**config.mk**
```make
export PLATFORM = sky130hd
export DESIGN_NAME = pin_banks
export DESIGN_NICKNAME = d
export VERILOG_FILES = /design/src/hw/pin_bank_pkg.sv /design/src/hw/pin_banks.sv /design/src/hw/pin_sync.sv
export VERILOG_INCLUDE_DIRS = /design/src /design/src/hw
export SDC_FILE = /design/constraint.sdc
export NUM_CORES = 1
export LEC_CHECK = 0
export BUFFER_PORTS_ARGS = -buffer_cell sky130_fd_sc_hd__buf_2
export CAP_MARGIN = 15
export CORE_ASPECT_RATIO = 1.2
export CORE_UTILIZATION = 42
export CTS_CLUSTER_DIAMETER = 80
export DETAILED_ROUTE_END_ITERATION = 8
export PLACE_DENSITY = 0.8
export SLEW_MARGIN = 10
export SYNTH_ARGS = -nofsm -noshare
export SYNTH_HDL_FRONTEND = slang
export SYNTH_SLANG_ARGS = --single-unit
```
**constraint.sdc**
```tcl
create_clock -name core_clk -period 2.8 [get_ports core_clk]
set_clock_uncertainty 0.05 [all_clocks]
set_input_delay 0.28 -clock core_clk [delete_from_list [all_inputs] [get_ports core_clk]]
set_output_delay 0.28 -clock core_clk [all_outputs]
set_load 0.02 [all_outputs]
```
**src/hw/pin_bank_defs.svh**
```systemverilog
// Offsets, field positions and reset values of the pin bank registers
`ifndef PIN_BANK_DEFS_SVH
`define PIN_BANK_DEFS_SVH

`define PB_ADDR_W        4
`define PB_DATA_W        32
`define PB_BE_W          4

`define PB_OFF_BANK0     4'h0
`define PB_OFF_BANK1     4'h4
`define PB_OFF_LEVEL     4'h8
`define PB_OFF_LATCH     4'hC
`define PB_ALIGN_MASK    4'h3
`define PB_ALIGN_OK      4'h0

`define PB_DIR_HI        7
`define PB_DIR_LO        4
`define PB_DATA_HI       3
`define PB_DATA_LO       0
`define PB_REG_W         8
`define PB_BE_LANE       0

`define PB_DIR_RESET0    4'hF
`define PB_DIR_RESET1    4'h0
`define PB_DATA_RESET    4'h0
`define PB_SYNC_RESET    4'h0
`define PB_RDATA_RESET   32'h0000_0000
`define PB_PINS          4

`endif

```
**src/hw/pin_bank_pkg.sv**
```systemverilog
// Types shared by the pin bank design
package pin_bank_pkg;

    typedef enum logic {
        BUS_IDLE,
        BUS_ANSWER
    } bus_state_t;

    typedef enum logic [2:0] {
        SEL_BANK0,
        SEL_BANK1,
        SEL_LEVEL,
        SEL_LATCH,
        SEL_NONE
    } reg_sel_t;

endpackage

```
**src/hw/pin_banks.sv**
```systemverilog
// Two banks of four general-purpose pins behind an Avalon-MM register slave
//
// Behaviour
// - Upper nibble holds per-pin direction: 0 input, 1 output.
// - Data bit n pairs with direction bit n+4; direction changes only by write.
// - Reading an input pin's data bit returns its sampled present level.
// - Writing data of an input pin leaves it undriven, following outside level.
// - Output pin is driven to the last written data bit.
//
// Decided for this implementation: the address map and register access over Avalon-MM.
`timescale 1ns/1ps
`include "pin_bank_defs.svh"

module pin_banks #(
    parameter int PINS = `PB_PINS
) (
    // Clock and reset
    input  wire logic                   core_clk,
    input  wire logic                   reset_n,
    // Avalon-MM slave
    input  wire logic [`PB_ADDR_W-1:0]  avs_address,
    input  wire logic                   avs_read,
    input  wire logic                   avs_write,
    input  wire logic [`PB_DATA_W-1:0]  avs_writedata,
    input  wire logic [`PB_BE_W-1:0]    avs_byteenable,
    output logic      [`PB_DATA_W-1:0]  avs_readdata,
    output logic                        avs_waitrequest,
    // Bank 0 pins
    input  wire logic [PINS-1:0]        bank0_pin_in,
    output logic      [PINS-1:0]        bank0_pin_out,
    output logic      [PINS-1:0]        bank0_pin_oe,
    // Bank 1 pins
    input  wire logic [PINS-1:0]        bank1_pin_in,
    output logic      [PINS-1:0]        bank1_pin_out,
    output logic      [PINS-1:0]        bank1_pin_oe
);

    import pin_bank_pkg::*;

    localparam int BANKS = 2;

    // Register layout packs direction and data nibbles into one byte
    generate
        if (PINS != `PB_PINS) begin : g_bad_pins
            $error("pin_banks PINS must equal the register nibble width");
        end
    endgenerate

    bus_state_t      bus_state;
    reg_sel_t        req_sel;
    logic            write_now;

    logic [PINS-1:0] dir      [BANKS];
    logic [PINS-1:0] data     [BANKS];
    logic [PINS-1:0] level    [BANKS];
    logic [PINS-1:0] pin_raw  [BANKS];

    // Address decode, shared by read path and write strobes
    function automatic reg_sel_t decode(input logic [`PB_ADDR_W-1:0] addr);
        reg_sel_t sel;
        sel = SEL_NONE;
        if ((addr & `PB_ALIGN_MASK) == `PB_ALIGN_OK) begin
            unique case (addr)
                `PB_OFF_BANK0: sel = SEL_BANK0;
                `PB_OFF_BANK1: sel = SEL_BANK1;
                `PB_OFF_LEVEL: sel = SEL_LEVEL;
                `PB_OFF_LATCH: sel = SEL_LATCH;
                default:       sel = SEL_NONE;
            endcase
        end
        return sel;
    endfunction

    // Control register view: outputs echo the latch, inputs show the pin
    function automatic logic [`PB_REG_W-1:0] bank_view(
        input logic [PINS-1:0] d_dir,
        input logic [PINS-1:0] d_data,
        input logic [PINS-1:0] d_lvl
    );
        logic [`PB_REG_W-1:0] v;
        v = '0;
        v[`PB_DIR_HI:`PB_DIR_LO]   = d_dir;
        v[`PB_DATA_HI:`PB_DATA_LO] = (d_dir & d_data) | (~d_dir & d_lvl);
        return v;
    endfunction

    assign req_sel   = decode(avs_address);
    assign pin_raw[0] = bank0_pin_in;
    assign pin_raw[1] = bank1_pin_in;

    // Write lands on the edge where the master sees waitrequest low
    assign write_now = (bus_state == BUS_ANSWER) && avs_write
                       && avs_byteenable[`PB_BE_LANE];

    // Bus handshake: one wait cycle, then a one-cycle answer
    always_ff @(posedge core_clk) begin
        if (!reset_n) begin
            bus_state       <= BUS_IDLE;
            avs_waitrequest <= 1'b1;
        end else begin
            unique case (bus_state)
                BUS_IDLE: begin
                    if (avs_read || avs_write) begin
                        bus_state       <= BUS_ANSWER;
                        avs_waitrequest <= 1'b0;
                    end
                end
                BUS_ANSWER: begin
                    bus_state       <= BUS_IDLE;
                    avs_waitrequest <= 1'b1;
                end
            endcase
        end
    end

    // Read data captured one cycle ahead so it stands at the answer edge
    always_ff @(posedge core_clk) begin
        if (!reset_n) begin
            avs_readdata <= `PB_RDATA_RESET;
        end else if (bus_state == BUS_IDLE && avs_read) begin
            avs_readdata <= `PB_RDATA_RESET;
            unique case (req_sel)
                SEL_BANK0: avs_readdata[`PB_REG_W-1:0] <= bank_view(dir[0], data[0], level[0]);
                SEL_BANK1: avs_readdata[`PB_REG_W-1:0] <= bank_view(dir[1], data[1], level[1]);
                SEL_LEVEL: avs_readdata[`PB_REG_W-1:0] <= {level[1], level[0]};
                SEL_LATCH: avs_readdata[`PB_REG_W-1:0] <= {data[1], data[0]};
                SEL_NONE:  avs_readdata <= `PB_RDATA_RESET;
            endcase
        end
    end

    // Per-bank direction, data latch and synchroniser; pin drive is assigned after this block
    generate
        for (genvar b = 0; b < BANKS; b++) begin : g_bank
            localparam logic [PINS-1:0] DIR_RESET =
                (b == 0) ? `PB_DIR_RESET0 : `PB_DIR_RESET1;
            localparam reg_sel_t MY_SEL = (b == 0) ? SEL_BANK0 : SEL_BANK1;

            logic bank_hit;
            assign bank_hit = write_now && (req_sel == MY_SEL);

            // Pins are asynchronous to core_clk
            pin_sync #(
                .WIDTH (PINS)
            ) u_sync (
                .core_clk (core_clk),
                .reset_n  (reset_n),
                .async_in (pin_raw[b]),
                .sync_out (level[b])
            );

            always_ff @(posedge core_clk) begin
                if (!reset_n) begin
                    dir[b] <= DIR_RESET;
                end else if (bank_hit) begin
                    dir[b] <= avs_writedata[`PB_DIR_HI:`PB_DIR_LO];
                end
            end

            // Latch always stores, so a later switch to output drives it at once
            always_ff @(posedge core_clk) begin
                if (!reset_n) begin
                    data[b] <= `PB_DATA_RESET;
                end else if (bank_hit) begin
                    data[b] <= avs_writedata[`PB_DATA_HI:`PB_DATA_LO];
                end
            end
        end
    endgenerate

    // Enable follows direction; input pins stay undriven whatever the latch holds
    assign bank0_pin_oe  = dir[0];
    assign bank1_pin_oe  = dir[1];
    assign bank0_pin_out = data[0];
    assign bank1_pin_out = data[1];

endmodule

```
**src/hw/pin_sync.sv**
```systemverilog
// Two-flop synchroniser for asynchronous pin levels
`timescale 1ns/1ps

module pin_sync #(
    parameter int WIDTH = 4
) (
    // Clock and reset
    input  wire logic             core_clk,
    input  wire logic             reset_n,
    // Asynchronous levels in, synchronised levels out
    input  wire logic [WIDTH-1:0] async_in,
    output logic      [WIDTH-1:0] sync_out
);

    logic [WIDTH-1:0] meta;

    generate
        if (WIDTH < 1) begin : g_bad_width
            $error("pin_sync WIDTH must be at least 1");
        end
    endgenerate

    // First stage feeds only the second stage
    always_ff @(posedge core_clk) begin
        if (!reset_n) begin
            meta     <= '0;
            sync_out <= '0;
        end else begin
            meta     <= async_in;
            sync_out <= meta;
        end
    end

endmodule

```
==> results.tsv <==
stage	metric	value	unit
worst_setup_path	R2R setup slack	1.21	ns
worst_setup_path	Reg-to-Reg End	avs_readdata[4]	
worst_setup_path	WP data arrival	1.72	ns
drt	first-pass detailed-route iteration total	2	
power_and_ir_drop	pwr dens	542.6	nW/µm²
finish	n_diodes	0	
timing	# setup viols final	0	
die	# IOs	101	
drt	drt via density	4.574	
worst_setup_path	Setup crit start	dir[0][0]	
die	die area	4723	µm²
timing	Slew HR	47.81	%
power_and_ir_drop	peak supply drop	221.3	µV
clock_tree	root buffer cell	clkbuf_8	
clock_tree	H-tree depth	2	
clock_tree	CTS Sinks	42	
worst_setup_path	reg-to-reg critical path startpoint	dir[0][0]	
synth	Top FF cell, synth	dfxtp_1	
drt	wirelength, routed	3.343	mm
timing	Slew @ Worst Pin	0.7757	ns
clock_tree	CTS clk-pin slew, worst paths	0.07	ns
finish	area occupied by multi-input gates	754.5	µm²
worst_setup_path	Req. time, crit path	2.93	ns
grt	number of global-route vias before repair	1177	
clock_tree	CTS Hold Buffers Added	0	
clock_tree	Clock Path Buffers	2	
timing	final hold vios	0	
synth	FFs w/ async S/R, synth	0	%
clock_tree	Post-CTS Resized	0	
place	pre-CTS WS	0.9061	ns
die	FP Rows	26	
worst_setup_path	nature of the critical path endpoint	flop	
timing	final worst slack	1.214	ns
die	Initial Util	43.86	%
synth	cell taking the most area after synthesis	dfxtp_1	
finish	Area Growth Syn to Fin	16.60	%
worst_setup_path	CP Capture Point	avs_readdata[4]	
synth	Post-synth EDFFs	16	
die	Chip Height	75.08	µm
grt	pin count of the biggest net entering global routing	22	
synth	sequential-to-total area share from yosys stat	53.55	%
drt	# DRC	0	
worst_setup_path	largest fanout on the critical path	3	
outcome	status	completed	
timing	fin crit share	56.66	%
finish	Final nets	265	
flow_run	# Max-Cap Violations	0	
worst_setup_path	critical path launch point type	flop	
synth	Mean Syn Cell Area	11.68	µm²
clock_tree	# Post-CTS Setup Buffers	0	
timing	FMAX	0.6303	GHz
clock_tree	Num CTS Buffers	5	
synth	synthesis-stage register bit count	42	
finish	Seq. cell area	1001	µm²
place	DP HPWL	2.682	mm
synth	synth cell count leaders	and2_1 (28), dfxtp_1 (26), buf_4 (24), edfxtp_1 (16), mux2i_1 (12)	
die	die width	62.90	µm
synth	Mapped Cells	160	
worst_setup_path	Worst Setup Path Type	flop to flop	
worst_setup_path	Reg2Reg Depth	3	
power_and_ir_drop	Lkg Pwr	0.9611	nW
place	routability congestion estimate	0.7796	
timing	max-slew violation count	0	
finish	fin util	51.14	%
drt	Initial DRC Count	24	
worst_hold_path	Min-Delay Path Class	primary input to flop	
drt	routed via count	1235	
synth	Synth cell types	28	
synth	YS warnings	0	
grt	first-pass GRT wire length	5.368	mm
clock_tree	TritonCTS clock tree	done	
grt	gr ovfl total	0	
timing	clock period minus worst slack	1.586	ns
finish	share of layout cells above drive strength 1	28.50	%
timing	RSZ-0062 raised after global routing	no	
die	core area	4262	µm²
synth	Syn Std Cell Area	1869	µm²
grt	GRT Total Usage	15.50	%
grt	initial antenna violation count	0	
synth	top-count cell post-synth	and2_1	
synth	Area contributors post-synth	dfxtp_1 (28%), edfxtp_1 (26%), buf_4 (9.6%)	
timing	total negative setup slack	0	ns
clock_tree	Worst-Skew Late Latency	0.29	ns
place	Placed Area	2090	µm²
finish	final instance area	2180	µm²
drt	Avg WL per Cell	12.38	µm
finish	Fill cells	400	
synth	post-synth top area share	27.84	%
place	IO Port Bufs	49	
drt	Antenna Nets Post-Route	0	
worst max-delay path, cell delays in order (launching register included):
cell and delay (ns):
edfxtp_1 0.44, or3_1 0.34, mux4_2 0.46, a22o_1 0.20
cells by family after synthesis:
group,share of synthesized area [%]
and+or+nand+nor,18.34
DFF,53.55
buffers and inverters,10.71
AOI/OAI and AO/OA,7.163
muxes,10.04
other,0.2006
cells in the final DEF, fill, tap and decap left out:
master and count:
buf_2 49, and2_1 28, dfxtp_1 26, conb_1 24, edfxtp_1 16, mux2i_1 12, or3_1 7, nor2_1 6
clkbuf_8 6, a32o_1 5, nand2_1 4, nand2b_1 3, mux4_2 3, a22o_1 3, a22oi_1 3, nand3_1 2
o21ai_0 2, nor2b_1 2, clkinv_1 2, buf_4 2, or4b_1 1, or4_1 1, a2bb2oi_1 1, nor4b_2 1
nor4_1 1, inv_1 1, a21boi_1 1, nand4_1 1, o221ai_1 1
worst min-delay path by stage:
stage                                              end                startpoint  cells past startpoint
after floorplan               g_bank[0].u_sync.meta[0]           bank0_pin_in[0]                      1
after global placement    g_bank[1].u_sync.sync_out[2]  g_bank[1].u_sync.meta[2]                      1
after detailed placement  g_bank[1].u_sync.sync_out[1]  g_bank[1].u_sync.meta[1]                      1
after CTS                     g_bank[1].u_sync.meta[3]           bank1_pin_in[3]                      2
after global routing          g_bank[0].u_sync.meta[0]           bank0_pin_in[0]                      2
final                         g_bank[1].u_sync.meta[2]           bank1_pin_in[2]                      2
metal layers:
| metal | vias to the layer above | track usage [%] | part of all wire (%) |
|---|---|---|---|
| met2 | 35 | 28.32 | 54 |
| li1 | 624 | - | - |
| met5 | - | 0 | 0 |
| met4 | 0 | 10.08 | 2.5 |
| met1 | 571 | 15.60 | 38 |
| met3 | 5 | 4.545 | 5.1 |
power breakdown:
| group | internal (mW) | switching [mW] |
|---|---|---|
| combinational | 0.0469 | 0.0858 |
| clock | 0.194 | 0.189 |
| sequential | 0.655 | 0.0118 |
| total | 0.896 | 0.287 |
final cells by class:
type	count	share of cell area, %
Inverter	1	0.1722
Clock inverter	2	0.3444
Timing Repair Buffer	51	11.94
Multi-Input combinational cell	112	34.62
Clock buffer	6	3.789
Sequential cell	42	45.92
Tap cell	56	3.215
flip-flops by register name, summed over array words and instances, names as in the netlist:
| register | cells |
|---|---|
| data | 8 |
| avs_waitrequest | 1 |
| g_bank.u_sync.sync_out | 8 |
| g_bank.u_sync.meta | 8 |
| bus_state | 1 |
| avs_readdata | 8 |
| dir | 8 |
stage by stage:
stage | instances | power [mW] | hold WS, ns
2_1_floorplan | 183 | 0.7948 | 0.3573
3_3_place_gp | 262 | 0.8118 | 0.3662
3_5_place_dp | 262 | 0.8143 | 0.3679
4_1_cts | 270 | 1.197 | 0.1361
5_1_grt | 270 | 1.244 | 0.1368
6_report | 270 | 1.183 | 0.1429
Note: power is estimated with default switching activity, not from simulation.
